<file path="src/common/link_tx_consts.vh">
// Constants for the serial link transmit framer
// Assumes inclusion by bare name from design files
`ifndef LINK_TX_CONSTS_VH
`define LINK_TX_CONSTS_VH
`define CH_START_MF 8'h1c
`define CH_LANE_ALIGN 8'h7c
`define CH_CFG_MARK 8'h9c
`define CH_COMMA 8'hbc
`define CH_FRAME_ALIGN 8'hfc
`define USER_FA_VAL 8'hfc
`define USER_LA_VAL 8'hfd
`define ILAS_MF_COUNT 2'h3
`define CFG_FIRST_POS 8'h02
`define CFG_OCTETS 8'h0e
`define SCR_SEED 15'h7fff
`define SYNC_RESYNC_FRAMES 8'h05
`endif

</file>
<file path="src/rtl/enc_8b10b.v">
// 8b/10b encoder with running disparity, bypass and invert
// Assumes one octet per clock, code selects K or D
`timescale 1ns/1ps
`default_nettype none
module enc_8b10b (
	input wire clk,
	input wire reset_n,
	input wire [7:0] octet,
	input wire is_k,
	input wire bypass,
	input wire invert,
	output reg [9:0] symbol_r
);
	reg rd_r;
	reg [5:0] six;
	reg [3:0] four;
	reg rd_mid;
	reg rd_nxt;
	reg [9:0] code;
	integer ones6;
	integer ones4;

	// ************************************************************
	// 5b/6b and 3b/4b tables
	// ************************************************************
	function [5:0] tab6;
		input [4:0] v;
		begin
			case (v)
				5'd0: tab6 = 6'b100111; 5'd1: tab6 = 6'b011101; 5'd2: tab6 = 6'b101101;
				5'd3: tab6 = 6'b110001; 5'd4: tab6 = 6'b110101; 5'd5: tab6 = 6'b101001;
				5'd6: tab6 = 6'b011001; 5'd7: tab6 = 6'b111000; 5'd8: tab6 = 6'b111001;
				5'd9: tab6 = 6'b100101; 5'd10: tab6 = 6'b010101; 5'd11: tab6 = 6'b110100;
				5'd12: tab6 = 6'b001101; 5'd13: tab6 = 6'b101100; 5'd14: tab6 = 6'b011100;
				5'd15: tab6 = 6'b010111; 5'd16: tab6 = 6'b011011; 5'd17: tab6 = 6'b100011;
				5'd18: tab6 = 6'b010011; 5'd19: tab6 = 6'b110010; 5'd20: tab6 = 6'b001011;
				5'd21: tab6 = 6'b101010; 5'd22: tab6 = 6'b011010; 5'd23: tab6 = 6'b111010;
				5'd24: tab6 = 6'b110011; 5'd25: tab6 = 6'b100110; 5'd26: tab6 = 6'b010110;
				5'd27: tab6 = 6'b110110; 5'd28: tab6 = 6'b001110; 5'd29: tab6 = 6'b101110;
				5'd30: tab6 = 6'b011110; default: tab6 = 6'b101011;
			endcase
		end
	endfunction

	function [3:0] tab4;
		input [2:0] v;
		input k;
		begin
			case (v)
				3'd0: tab4 = 4'b1011;
				3'd1: tab4 = k ? 4'b0110 : 4'b1001;
				3'd2: tab4 = k ? 4'b1010 : 4'b0101;
				3'd3: tab4 = 4'b1100;
				3'd4: tab4 = 4'b1101;
				3'd5: tab4 = k ? 4'b0101 : 4'b1010;
				3'd6: tab4 = k ? 4'b1001 : 4'b0110;
				default: tab4 = k ? 4'b0111 : 4'b1110;
			endcase
		end
	endfunction

	function integer ones;
		input [5:0] v;
		integer i;
		begin
			ones = 0;
			for (i = 0; i < 6; i = i + 1) begin
				ones = ones + v[i];
			end
		end
	endfunction

	// ************************************************************
	// Disparity-driven symbol choice
	// ************************************************************
	always @* begin
		six = is_k ? 6'b001111 : tab6(octet[4:0]);
		ones6 = ones(six);
		if (!rd_r && ones6 < 3) begin
			six = ~six;
		end else if (rd_r && ones6 > 3) begin
			six = ~six;
		end else if (ones6 == 3 && six == 6'b111000 && rd_r) begin
			six = ~six;
		end else if (ones6 == 3 && six == 6'b000111 && !rd_r) begin
			six = ~six;
		end
		ones6 = ones(six);
		rd_mid = (ones6 == 3) ? rd_r : (ones6 > 3);
		four = tab4(octet[7:5], is_k);
		if (!is_k && octet[7:5] == 3'd7 && ((!rd_mid && (octet[4:0] == 5'd17 || octet[4:0] == 5'd18 ||
			octet[4:0] == 5'd20)) || (rd_mid && (octet[4:0] == 5'd11 || octet[4:0] == 5'd13 ||
			octet[4:0] == 5'd14)))) begin
			four = 4'b0111;
		end
		ones4 = ones({2'b00, four});
		if ((!rd_mid && ones4 < 2) || (rd_mid && ones4 > 2)) begin
			four = ~four;
		end else if (ones4 == 2 && four == 4'b1100 && rd_mid) begin
			four = ~four;
		end else if (ones4 == 2 && four == 4'b0011 && !rd_mid) begin
			four = ~four;
		end else if (is_k && ones4 == 2 && rd_mid) begin
			four = ~four;
		end
		if (four == 4'b1110 && rd_mid) begin
			four = 4'b0001;
		end
		ones4 = ones({2'b00, four});
		rd_nxt = (ones4 == 2) ? rd_mid : (ones4 > 2);
		code = {six, four};
	end

	always @(posedge clk or negedge reset_n) begin
		if (!reset_n) begin
			rd_r <= 1'b0;
			symbol_r <= 10'h000;
		end else begin
			if (!bypass) begin
				rd_r <= rd_nxt;
			end
			if (bypass) begin
				symbol_r <= invert ? ~{is_k, 1'b0, octet} : {is_k, 1'b0, octet};
			end else begin
				symbol_r <= invert ? ~code : code;
			end
		end
	end
endmodule
`default_nettype wire

</file>
<file path="src/rtl/serial_link_tx_sync_framer.v">
// Transmit link layer: tail fill, sync, alignment sequence, char insertion, scrambling
// Assumes octet-wide lanes, one octet per clock per lane, LMFC marked by frame counters here
// Functional notes
// - Tail bits fill word below sample and control
// - Only comma characters during code group sync
// - Low sync request keeps commas flowing
// - Alignment sequence starts at next multiframe boundary
// - Four multiframes, start and lane-align characters
// - First multiframe carries ramp after start
// - Second multiframe: marker then 14 config octets
// - Undefined alignment octets carry ramp data
// - Alignment sequence never scrambled
// - After fourth multiframe send user data
// - Scrambled 0xfc at frame end becomes frame-align
// - Scrambled 0xfd at multiframe end becomes lane-align
// - Unscrambled repeated frame end octet replaced
// - Scrambling on after reset, software switchable
// - Character insertion on after reset, switchable
// - Control characters use fixed octet codes
// - Encoder picks symbol by running disparity
// - Encoder bypass and invert debug options
// - Sync input differential default, selectable modes
// - Lane outputs one 10-bit symbol per clock, powered after reset
// - Self-synchronizing scrambler 1+x^14+x^15
`timescale 1ns/1ps
`default_nettype none
`include "link_tx_consts.vh"
module serial_link_tx_sync_framer #(
	parameter F = 2,
	parameter K = 32,
	parameter NP = 16,
	parameter N = 14,
	parameter CS = 0
) (
	input wire clk,
	input wire reset_n,
	input wire [N-1:0] sample,
	input wire [CS:0] ctrl_bits,
	input wire sync_request_n,
	input wire sync_request_se,
	input wire sync_sel_single_ended,
	input wire sync_sw_override,
	input wire sync_sw_value_n,
	input wire scramble_disable,
	input wire align_char_insert_disable,
	input wire [1:0] enc_debug,
	input wire [111:0] cfg_octets,
	input wire lane_power_down,
	output reg [9:0] lane_symbol_r,
	output reg lane_enable_r,
	output reg [2:0] link_state_r
);
	localparam TAIL = NP - N - CS;
	localparam [NP-1:0] TAIL_MASK = {NP{1'b1}} >> (NP - TAIL);
	localparam [2:0] ST_CGS = 3'b001;
	localparam [2:0] ST_ILAS = 3'b010;
	localparam [2:0] ST_DATA = 3'b100;

	reg [2:0] state_r;
	reg [2:0] state_nxt;
	reg [7:0] oct_r;
	reg [7:0] frm_r;
	reg [1:0] mf_r;
	reg [7:0] ramp_r;
	reg [14:0] scr_r;
	reg [7:0] prev_last_r;
	reg [7:0] low_cnt_r;
	reg [NP-1:0] word;
	reg [7:0] raw;
	reg [7:0] tx_oct;
	reg tx_k;
	reg [7:0] scr_oct;
	reg [14:0] scr_nxt;
	wire sync_n;
	wire frame_end;
	wire mf_end;
	wire [9:0] enc_sym;
	integer i;
	integer j;

	// ************************************************************
	// Sync request source selection
	// ************************************************************
	assign sync_n = sync_sw_override ? sync_sw_value_n :
		(sync_sel_single_ended ? sync_request_se : sync_request_n);
	assign frame_end = (oct_r == F - 1);
	assign mf_end = frame_end && (frm_r == K - 1);

	// ************************************************************
	// Transport: sample plus control plus tail into octets
	// ************************************************************
	always @* begin
		word = {NP{1'b0}};
		word[NP-1 -: N] = sample;
		for (j = 0; j < CS; j = j + 1) begin
			word[NP-1-N-j] = ctrl_bits[CS-1-j];
		end
		word = word & ~TAIL_MASK;
		raw = word[NP-1-8*(oct_r % (NP/8)) -: 8];
	end

	// ************************************************************
	// Scrambler
	// ************************************************************
	always @* begin
		scr_nxt = scr_r;
		for (i = 7; i >= 0; i = i - 1) begin
			scr_oct[i] = raw[i] ^ scr_nxt[13] ^ scr_nxt[14];
			scr_nxt = {scr_nxt[13:0], scr_oct[i]};
		end
	end

	// ************************************************************
	// Octet selection per link state
	// ************************************************************
	always @* begin
		tx_oct = `CH_COMMA;
		tx_k = 1'b1;
		state_nxt = state_r;
		case (state_r)
			ST_CGS: begin
				tx_oct = `CH_COMMA;
				tx_k = 1'b1;
				if (sync_n && mf_end) begin
					state_nxt = ST_ILAS;
				end
			end
			ST_ILAS: begin
				tx_oct = ramp_r;
				tx_k = 1'b0;
				if (oct_r == 8'h00 && frm_r == 8'h00) begin
					tx_oct = `CH_START_MF;
					tx_k = 1'b1;
				end else if (mf_end) begin
					tx_oct = `CH_LANE_ALIGN;
					tx_k = 1'b1;
				end else if (mf_r == 2'h1 && frm_r == 8'h00 && oct_r == 8'h01) begin
					tx_oct = `CH_CFG_MARK;
					tx_k = 1'b1;
				end else if (mf_r == 2'h1) begin
					if (frm_r * F + oct_r >= `CFG_FIRST_POS && frm_r * F + oct_r < `CFG_FIRST_POS + `CFG_OCTETS) begin
						tx_oct = cfg_octets[8*(frm_r*F+oct_r-`CFG_FIRST_POS) +: 8];
					end
				end
				if (!sync_n) begin
					state_nxt = ST_CGS;
				end else if (mf_end && mf_r == `ILAS_MF_COUNT) begin
					state_nxt = ST_DATA;
				end
			end
			ST_DATA: begin
				tx_oct = scramble_disable ? raw : scr_oct;
				tx_k = 1'b0;
				if (!align_char_insert_disable && frame_end) begin
					if (!scramble_disable) begin
						if (mf_end && scr_oct == `USER_LA_VAL) begin
							tx_oct = `CH_LANE_ALIGN;
							tx_k = 1'b1;
						end else if (scr_oct == `USER_FA_VAL) begin
							tx_oct = `CH_FRAME_ALIGN;
							tx_k = 1'b1;
						end
					end else if (raw == prev_last_r) begin
						tx_oct = mf_end ? `CH_LANE_ALIGN : `CH_FRAME_ALIGN;
						tx_k = 1'b1;
					end
				end
				if (low_cnt_r >= `SYNC_RESYNC_FRAMES * F) begin
					state_nxt = ST_CGS;
				end
			end
			default: begin
				state_nxt = ST_CGS;
			end
		endcase
	end

	// ************************************************************
	// Counters and state
	// ************************************************************
	always @(posedge clk or negedge reset_n) begin
		if (!reset_n) begin
			state_r <= ST_CGS;
			oct_r <= 8'h00;
			frm_r <= 8'h00;
			mf_r <= 2'h0;
			ramp_r <= 8'h00;
			scr_r <= `SCR_SEED;
			prev_last_r <= 8'h00;
			low_cnt_r <= 8'h00;
			lane_enable_r <= 1'b0;
			link_state_r <= ST_CGS;
		end else begin
			state_r <= state_nxt;
			link_state_r <= state_nxt;
			lane_enable_r <= !lane_power_down;
			oct_r <= frame_end ? 8'h00 : oct_r + 8'h01;
			if (frame_end) begin
				frm_r <= mf_end ? 8'h00 : frm_r + 8'h01;
			end
			if (state_r == ST_ILAS) begin
				ramp_r <= ramp_r + 8'h01;
				if (mf_end) begin
					mf_r <= mf_r + 2'h1;
				end
			end else begin
				ramp_r <= 8'h00;
				mf_r <= 2'h0;
			end
			if (state_r == ST_DATA && !scramble_disable) begin
				scr_r <= scr_nxt;
			end
			if (state_r == ST_DATA && frame_end) begin
				prev_last_r <= raw;
			end
			if (sync_n || state_r != ST_DATA) begin
				low_cnt_r <= 8'h00;
			end else if (low_cnt_r != 8'hff) begin
				low_cnt_r <= low_cnt_r + 8'h01;
			end
		end
	end

	// ************************************************************
	// Encoder and output register
	// ************************************************************
	enc_8b10b u_enc (
		.clk(clk),
		.reset_n(reset_n),
		.octet(tx_oct),
		.is_k(tx_k),
		.bypass(enc_debug[0]),
		.invert(enc_debug[1]),
		.symbol_r(enc_sym)
	);

	always @(posedge clk or negedge reset_n) begin
		if (!reset_n) begin
			lane_symbol_r <= 10'h000;
		end else begin
			lane_symbol_r <= enc_sym;
		end
	end
endmodule
`default_nettype wire

</file>
<file path="config.mk">
export PLATFORM = sky130hd
export DESIGN_NAME = serial_link_tx_sync_framer
export DESIGN_NICKNAME = d
export VERILOG_FILES = /design/src/rtl/enc_8b10b.v /design/src/rtl/serial_link_tx_sync_framer.v
export VERILOG_INCLUDE_DIRS = /design/src /design/src/common
export SDC_FILE = /design/constraint.sdc
export NUM_CORES = 1
export LEC_CHECK = 0
export BUFFER_PORTS_ARGS = -buffer_cell sky130_fd_sc_hd__buf_2
export CORE_ASPECT_RATIO = 2
export CORE_UTILIZATION = 35
export DETAILED_ROUTE_END_ITERATION = 7
export PLACE_DENSITY = 0.54
export SYNTH_ARGS = -nofsm -noshare
export SYNTH_HDL_FRONTEND = slang
export SYNTH_HIERARCHICAL = 1
export SYNTH_SLANG_ARGS = --single-unit
</file>
<file path="constraint.sdc">
create_clock -name clk -period 17.4 [get_ports clk]
set_input_delay 3.48 -clock clk [delete_from_list [all_inputs] [get_ports clk]]
set_output_delay 3.48 -clock clk [all_outputs]
set_load 0.05 [all_outputs]
</file>
* Word level (Yosys, flattened, before mapping) *
Memories as Yosys holds them, arrays and structs flattened.
Index checks and enable logic that the tools add are counted.

storage, ports and cells
  output and inout port bits = 14
  flip-flop bits (word level) = 82
  ROM bits = 192
  memories kept = 1
  input port bits = 139
  logic and storage cells = 212

cells by class
  bitwise operators = 20
  multiplexer cells = 58
  equality and inequality tests = 38
  reductions and logical operators = 48
  shift operators = 2
  add/sub/neg operators = 24
  $lt $le $gt $ge = 9

memory list
  memory           depth  width  rd ports  clocked after Yosys merged registers in  write ports  line            source
  (no name shown)  32     6      1         0                                        0            enc_8b10b.v:29  case (v)

operators with widths
  operator               count
  $add A32 B1 Y32        12
  $mux W8                17
  $eq A32 B3 Y1 const B  4
  $gt A32 B3 Y1 const B  4
  $shiftx A112 B33 Y8    1
  $lt A32 B3 Y1 const B  2
  $mux W4                11
  $shiftx A23 B33 Y8     1
  $add A8 B1 Y8 const B  4
  $ge A32 B2 Y1 const B  1
  $lt A32 B5 Y1 const B  1
  $logic_and A1 B1 Y1    30
  $mux W10               3
  $mux W6                5
  $pmux W4 S7            1
  $not A10 Y10           2
  $eq A8 B8 Y1 const B   2
  $logic_not A8 Y1       2
  $pmux W8 S2            1
  $xor A1 B1 Y1          16
  $eq A3 B3 Y1 const B   5
  $eq A5 B4 Y1 const B   3
  $eq A5 B5 Y1 const B   3
  $mux W1                12
  other kinds (31)       56

* Depth between registers and ports, before layout *
Gate-level depths: netlist of the first run.
An unclocked memory read counts as a cell.

  word-level depth = 54
  gate-level depth with buffers = 55

* By module *
The synthesis of the first run kept the hierarchy.

by module, submodules not included
  module                      cells each  instances  area each (um^2)
  serial_link_tx_sync_framer  530         1          5087.4
  enc_8b10b                   262         1          2133.3

* Least setup slack after synthesis of the first run *
Ideal clock, no wire load.

  kind = input to register
  start = input sample[5]
  end = register u_enc.rd_r
  data arrival time = 15.343 ns
  stages on the path = 46
  library setup time = 0.137 ns
  setup slack = 1.919 ns
  buffers on the path = 0
  cell sequence = mux2i_1 > xnor2_1 > or3b_1 > or4b_4 > nand3_4 > nor2_2 > or3_1 > ha_1 > and3_1 > a211o_1 > a221oi_2 > inv_1 > fa_1 > ha_1 > fa_1 > inv_1 > fa_1 > nand2b_1 > (+10 left out) > o2111ai_1 > nand2_1 > inv_2 > fa_1 > ha_1 > ha_1 > or3b_2 > o311ai_1 > nor2_1 > a21oi_1 > a21boi_0 > fa_1 > ha_1 > ha_1 > nor2_1 > nand2_1 > o21ai_0 > o21ai_0

on the way
  word-level cells in the longest chain between the ends = 53

RTL lines
  what                                                      line                              source
  start: declaration                                        serial_link_tx_sync_framer.v:37   input wire [N-1:0] sample,
  $shiftx A23 B33 Y8 *                                      serial_link_tx_sync_framer.v:99   raw = word[NP-1-8*(oct_r % (NP/8)) -: 8];
  $xor A1 B1 Y1 (2 in series)                               serial_link_tx_sync_framer.v:108  scr_oct[i] = raw[i] ^ scr_nxt[13] ^ scr_nxt[14];
  $eq A8 B8 Y1 (no line) or $mux W8 (tied branches)         n/a
  $mux W8 or $logic_and A1 B1 Y1 (tied branches)            n/a
  $mux W8                                                   serial_link_tx_sync_framer.v:156  if (mf_end && scr_oct == `USER_LA_VAL) begin
  $mux W8                                                   serial_link_tx_sync_framer.v:155  if (!scramble_disable) begin
  $mux W8 *                                                 serial_link_tx_sync_framer.v:154  if (!align_char_insert_disable && frame_end) begin
  $pmux W8 S2 *                                             serial_link_tx_sync_framer.v:120  case (state_r)
  named net tx_oct[1]                                       serial_link_tx_sync_framer.v:70   reg [7:0] tx_oct;
  branches (longest 43 deep; another with $add A32 B1 Y32)  n/a
  $mux W1 *                                                 enc_8b10b.v:110                   rd_nxt = (ones4 == 2) ? rd_mid : (ones4 > 2);
  end signal: assignment                                    enc_8b10b.v:120                   rd_r <= rd_nxt;
  end: declaration                                          enc_8b10b.v:14                    reg rd_r;

Mark *: on every way through the listed nets, which the timed path passes.
A chain may end at the register's enable or synchronous reset.

* Final worst setup path of the first run *
  start = input sample[6]
  end = register u_enc.rd_r

Same word-level chain as after synthesis.

==> results.txt, run 1 <==
The run finished with clean final reports. After technology mapping, the gate count stands at between 700 and 800. The maximum VDD drop is roughly 0.25 mV. The slowest stage of the critical path is the a2111oi_0 cell. The synthesized cell area came out at roughly 7200 um2.

The wire length after detailed routing is about 22000 um. The root buffer cell is clkbuf_16. The transition time of the tightest slew-check pin is 0.954 ns. For this configuration, the core starts out at a cell density of 35.6%. The die area is 21200 um2. The number of hold-slack violations in the final timing report is 0. The standard-cell row count came out at 74. The average via count per standard cell is between 5 and 6.

For this run, the top clock speed supported by timing is just over 60 MHz. Counting the buffers created by CTS gives 9. The critical path is of the in2reg type. At the end of routability-driven placement, the weighted congestion stood at around 0.9. The clock latency reported for the late side of the worst-skew pair is roughly 0.35 ns. Entering global routing, the biggest net connects 47 pins.

The maximum fanout count along the critical path came out at 8. The number of distinct library cells after synthesis came out at 87. The met1 capacity usage during global routing came out at 21.4%. The wire length of the first global-routing pass came out at 34600 um. The critical path data arrival time is roughly 17 ns. The number of nets in the layout is between 1000 and 1500. The sequential-to-total area share from yosys stat is about 29%.

The top-area cell type share of the netlist area came out at a little under a quarter. In the post-synthesis netlist, the biggest area contributors are dfrtp_1, ha_1, xnor2_1. The headroom to the max-slew limit is about 36%. Port buffering added between 150 and 200 buffers. The number of register bits inferred by synthesis is 82. The residual DRC count is 0. The leakage power of the design is 3.88 nW. The most instantiated flip-flop cell in the synthesis netlist is dfrtp_1. The global routing usage on met2 is roughly two fifths. The floorplan die width is approximately 100 um. Counting flops with a built-in enable in the synthesized netlist gives 0. met2 is the most crowded layer. The CTS sink count came out at between 80 and 90.

The via count is between 6000 and 7000. The final critical-path share of the clock period came out at between 90 and 100%. Relative to the synthesized area, the layout overhead comes to 18.6%. Of all cell types, the one taking the most synthesized area is dfrtp_1. The final setup skew came out at between 0.006 and 0.007 ns. The remaining global-route overflow came out at 0. The number of global-route vias before repair is 6464. The tool flagged a number of max-cap violations equal to 0. Setup violations remaining at the end of the flow were counted as 0.

The total cell area at the placement stage came out at between 8000 and 9000 um2. 0 antenna diodes ended up in the layout. The floorplan step set the die height to around 210 um. The highest cell delay on the worst timing path is between 0.5 and 0.6 ns.

The average size of a mapped cell is between 9 and 10 um2. Hold is met by ~0.35 ns. The floorplan step defined a core boundary enclosing roughly 20000 um2.

The number of antenna violations at the first check in global routing is 0. The total setup buffers inserted after CTS is 0. Dividing the detail-routed wire length by the instance count gives about 18 um. The maximum clock path buffer count came out at 2.

The first-pass detailed-route iteration total is 4. The max-slew violation total from the final report came out at 0. The CTS tree is yes. Fill cells in the final layout number a little over 2000. Setup total negative slack on the finished layout was measured at 0 ns. Counting flops with an async set or reset pin after synthesis yields a share of 100%. Setup repair after global routing left no endpoint under its margin. The required time reported for the critical path endpoint is approximately 18 ns. The worst path in the final design needs a cycle of approximately 16 ns, including I/O delays and setup. The critical path's most frequent cell is fa_1.

The number of antenna-violating nets in the routed design is 0. The global-route total usage across every layer is about a fifth. The power density relative to cell area is slightly above 100 nW/um2.

STA classifies the critical path endpoint as a flop. The worst hold path belongs to the class reg2reg. The number of violations reported at the end of detailed-routing iteration 0 is 282. The worst reg2reg path depth came out at 51.

The final instance area is between 8000 and 9000 um2. The final HPWL from detailed placement came out at about 18000 um. STA classifies the critical path startpoint as an input port. When the netlist entered floorplanning its net count stood at a little under 1000. Along the worst hold path, the cell count comes to 0. In this run the count of I/O pins placed on the die edge is 153. The H-tree generated during clock tree synthesis spans 3 levels.

Clock-pin slew was measured on the worst setup and hold paths at ~0.070 ns. The Yosys warning count is 6. The fraction of met3 tracks used by global routing came out at 1.94%. In the final layout, the share of cells above drive strength 1 is 27.9%.
## cell usage after synthesis (6+ instances only)
master,n
a211oi_1,12
a21oi_1,27
a31oi_1,11
and2_1,6
and3_1,13
buf_2,9
clkbuf_1,21
dfrtp_1,66
dfstp_2,16
fa_1,9
ha_1,38
inv_1,40
mux2_2,18
mux2i_1,32
mux4_2,16
nand2_1,66
nand2b_1,16
nand3_1,32
nand4_1,7
nor2_1,65
nor2b_1,11
nor3_1,18
nor3b_1,6
o21ai_0,37
o22ai_1,8
o31ai_1,7
xnor2_1,49
xor2_1,19
## sequential cells by signal, indices dropped and copies added, names as in the netlist
| register | flops |
|---|---|
| scr_r | 15 |
| lane_symbol_r | 10 |
| u_enc/symbol_r | 10 |
| frm_r | 8 |
| low_cnt_r | 8 |
| oct_r | 8 |
| prev_last_r | 8 |
| ramp_r | 8 |
| state_r | 3 |
| mf_r | 2 |
| lane_enable_r | 1 |
| u_enc/rd_r | 1 |
## area by class of cell
class | instances | area (um2) | area share [%]
Clock inverter | 7 | 68.8 | 0.804
Tap cell | 266 | 333 | 3.89
Inverter | 46 | 175 | 2.05
Clock buffer | 9 | 225 | 2.63
Multi-Input combinational cell | 629 | 4820 | 56.3
Sequential cell | 82 | 2070 | 24.2
Timing Repair Buffer | 165 | 863 | 10.1
## stage by stage
stage / util (%) / setup slack [ns] / instances / power (mW)
finish: 42.2 / 1.09 / 1204 / 0.884
global placement: 40.8 / 0.740 / 1188 / 0.681
global route: 42.2 / 0.0239 / 1204 / 0.976
floorplan: - / 1.92 / 792 / 0.562
detailed placement: 40.8 / 0.633 / 1188 / 0.696
CTS: 42.2 / 0.937 / 1204 / 0.894
## layer usage
metal / up-vias / routed length [um]
met5: - / 0
met4: 0 / 925
met2: 102 / 12600
li1: 3158 / -
met3: 41 / 357
met1: 3162 / 7880
## report_power, final
part | internal (mW) | switching (mW) | leakage [nW]
logic | 0.185 | 0.275 | 2.74
registers | 0.220 | 0.0117 | 0.999
clock network | 0.101 | 0.0911 | 0.140
total | 0.506 | 0.378 | 3.88
## timing repair
item,in CTS,in global routing
gates resized for setup,0,1
endpoints found under the setup margin,0,1
hold buffers,0,0
## placed cells by master (no fill, tap or decap), types with 27 or more instances in the layout
master	count
buf_2	150
nand2_1	66
nor2_1	65
dfrtp_1	65
xnor2_1	49
inv_1	40
ha_1	38
o21ai_0	37
mux2i_1	32
nand3_1	32
a21oi_1	27
## critical path: cells and delay by family
family	cells	cell delay (ns)
adders and majority gates	15	5.33
and+or+nand+nor	15	3.71
AOI/OAI and AO/OA	11	2.67
buffers and inverters	7	0.93
xor gates and xnor gates	2	0.35
## logic make-up after synthesis
logic type               count (synthesis)  share of synthesized area (%)
multiplexers                            68                           12.6
adder cells (fa/ha/maj)                 47                           9.08
flip-flops                              82                           28.7
AND/OR/NAND/NOR                        276                           19.6
buffers and inverters                   81                           4.61
XOR/XNOR                                69                           8.58
AO/OA/AOI/OAI                          169                           16.9
## final timing paths
kind	endpoint	slack (ns)	from
min in group asynchronous	lane_enable_r$_DFF_PN0_	3.07	reset_n
max in group asynchronous	oct_r[0]$_DFF_PN0_	13.31	reset_n
max reg2reg	u_enc/rd_r$_DFFE_PN0N_	2.52	oct_r[1]$_DFF_PN0_
min reg2reg	lane_symbol_r[5]$_DFF_PN0_	0.35	u_enc/symbol_r[5]$_DFF_PN0_
min	lane_symbol_r[5]$_DFF_PN0_	0.35	u_enc/symbol_r[5]$_DFF_PN0_
max	u_enc/rd_r$_DFFE_PN0N_	1.09	sample[6]
Note: power is estimated with default switching activity, not from simulation.
==> inputs of run 2 (changes only) <==
- clock period: 17.4 -> 19.1 ns (I/O delays scaled with it)
==> run 2 against run 1 <==
Critical path depth down 2. Global-route usage down 0.14 points. Register-to-register slack better by 1.0 ns. Clock power is 7% lower. Setup slack improved by 0.70 ns. Sequential power fell by 9.1%. Core utilization decreased by 0.080 points. Final cell count is 0.25% lower. Worst hold slack hardly changed.
==> results.txt, run 2 (synthesis results as in run 1) <==
The clock latency reported for the late side of the worst-skew pair came to 0.35 ns (about the same). Most frequent cells in the layout: buf_2, nand2_1, nor2_1, dfrtp_1, xnor2_1 (unchanged). The final critical-path share of the clock period is 90.6%. The final cell count without fillers is 1201 (was 1204). The initial cell density of the core is 35.6% (unchanged).

The critical path's most frequent cell is fa_1 (unchanged). The pin count of the biggest net entering global routing came out at 70 (was 47). The fmax is 57.8 MHz. The standard-cell row count is 74 (unchanged).

The hold-fix buffer count after cts is 0 (unchanged). Largest registers: scr_r: 15 flops, lane_symbol_r: 10 flops, u_enc/symbol_r: 10 flops (unchanged). The final instance area is 8550 um2 (was 8560 um2).

The wire length of the first global-routing pass is 34900 um (was 34600 um). Unrepaired setup endpoints after global routing: false (unchanged). The number of H-tree levels came to 3 (unchanged). The highest cell delay on the worst timing path was 0.81 ns (was 0.57 ns). The clock transition at the registers of the reported paths came out at 0.07 ns (about the same). The post-cts repair resize count came out at 0 (unchanged).

The CTS sink count is 82 (unchanged). The number of placed cells counting well taps came out at 1185 (was 1188). The worst hold slack is 0.350 ns (was 0.349 ns).

The count of port buffers added during placement came out at 151 (unchanged). The wire length after detailed routing is 22000 um (was 21800 um). The total power is 0.795 mW (was 0.884 mW). The number of antenna violations at the first check in global routing was 0 (unchanged). The slowest cell on the critical path is o311ai_1 (was a2111oi_0). The maximum VDD drop was 0.184 mV (was 0.248 mV). The endpoint kind of the worst setup timing path is a flop (unchanged). The leakage power of the design is 3.87 nW (was 3.88 nW). The most common library cell in the layout ignoring fill and taps was buf_2 (unchanged). The sum of negative setup slack is 0 ns (unchanged). The global-route total usage across every layer is 20.9% (was 21.1%). The register with the highest flop count is scr_r (unchanged).

The number of violations reported at the end of detailed-routing iteration 0 was 217 (was 282). The fraction of final layout cells sized beyond drive strength 1 is 27.7% (was 27.9%). The number of max-cap violations came out at 0 (unchanged).

The root buffer cell is clkbuf_16 (unchanged). Status: complete, no violations (unchanged). The critical path data arrival time is 17.56 ns (was 16.53 ns). The number of nets in the layout is 1116 (was 1119). The floorplan die height is 205 um (unchanged). The remaining global-route overflow came out at 0 (unchanged).

The number of flip-flops in the largest register came to 15 (unchanged). The final critical path time including I/O delays and setup came out at roughly 17 ns. The total cell area at the placement stage came to 8250 um2 (was 8270 um2). The required time reported for the critical path endpoint came out at 19.36 ns (was 17.62 ns).

The number of global-route vias before repair is 6633 (was 6464). The maximum fanout count along the critical path is 8 (unchanged). The core footprint came out at 20300 um2 (unchanged). The final routed wire length divided by cell count is 18.4 um (was 18.1 um). The number of hold-slack violations in the final timing report came to 0 (unchanged). The class of the tightest hold or removal check is reg2reg (unchanged). The CTS tree is yes (unchanged). The number of buffers created by CTS came out at 9 (unchanged). The final setup skew came to 0.0132 ns (was 0.00617 ns). The residual DRC count came out at 0 (unchanged). The average via count per standard cell came out at 5.38 (was 5.37).

The number of antenna repair diodes is 0 (unchanged). The transition time of the tightest slew-check pin is 0.955 ns (was 0.954 ns). The area added between synthesis and finish is 18.4% (was 18.6%). The floorplan die width is 104 um (unchanged).

The last weighted congestion value of the routability-driven placer came out at 0.887 (was 0.880). The maximum clock path buffer count came to 2 (unchanged). The final HPWL from detailed placement came out at 17600 um (was 17500 um).

The type of the worst setup path was in2reg (unchanged). The I/O pin count is 153 (unchanged). The startpoint kind of the worst setup timing path is an input port (unchanged). The power density relative to cell area came to 93.0 nW/um2 (was 103 nW/um2). The number of antenna-violating nets in the routed design came out at 0 (unchanged). The via count came out at 6461 (was 6463).

The max-slew violation total from the final report came out at 0 (unchanged). The total setup buffers inserted after CTS came out at 0 (unchanged). The headroom to the max-slew limit came out at 35.3% (was 36.1%).

The setup-violating endpoint count in the final report was 0 (unchanged). The die area came out at 21200 um2 (unchanged). The first-pass detailed-route iteration total is 5 (was 4).
run 2: cell types whose count changed in the layout (fill, tap and decap cells not counted), sizes merged:
cell,change
clkinv,+2
clkinvlp,-2
buf,-3
run 2: where the power goes:
| group | total, mW | internal (mW) | switching [mW] |
|---|---|---|---|
| clock | 0.178 | 0.0933 | 0.0849 |
| sequential | 0.211 | 0.200 | 0.0105 |
| combinational | 0.406 | 0.160 | 0.245 |
run 2: through the flow:
step | worst slack [ns] | utilization, %
6_report | 1.79 | 42.2
5_1_grt | 1.06 | 42.2
4_1_cts | 1.78 | 42.2
3_5_place_dp | 1.49 | 40.7
3_3_place_gp | 1.58 | 40.7
2_1_floorplan | 3.28 | -
run 2: area by class of cell:
cell class	count	area, um2
well taps	266	333
clock inverters	7	76.3
fillers	2054	11700
flip-flops and latches	82	2070
repair buffers	162	841
inverters	46	175
clock buffers	9	225
multi-input cells	629	4820
run 2: worst max-delay path: cells and delay by family:
family	cells	cell delay (ns)
and+or+nand+nor	14	3.27
xor gates and xnor gates	2	0.36
buffers and inverters	5	0.58
adders and majority gates	15	5.39
AOI/OAI and AO/OA	12	4.11
run 2: routing by layer:
metal	GRT usage [%]	vias up	wire (um)
li1	-	3160	-
met1	21.3	3134	8000
met2	42.0	120	12600
met3	2.04	47	506
met4	9.58	0	892
met5	0	-	0
run 2: final timing paths:
| kind | endpoint | cells after the start | startpoint | slack, ns |
|---|---|---|---|---|
| max in group asynchronous | oct_r[0]$_DFF_PN0_ | 2 | reset_n | 14.58 |
| worst min register to register | lane_symbol_r[0]$_DFF_PN0_ | 0 | u_enc/symbol_r[0]$_DFF_PN0_ | 0.35 |
| worst max register to register | u_enc/rd_r$_DFFE_PN0N_ | 51 | oct_r[1]$_DFF_PN0_ | 3.52 |
| worst max-delay path | u_enc/rd_r$_DFFE_PN0N_ | 48 | sample[6] | 1.79 |
| worst min-delay path | lane_symbol_r[0]$_DFF_PN0_ | 0 | u_enc/symbol_r[0]$_DFF_PN0_ | 0.35 |
| min in group asynchronous | u_enc/symbol_r[3]$_DFF_PN0_ | 1 | reset_n | 3.31 |
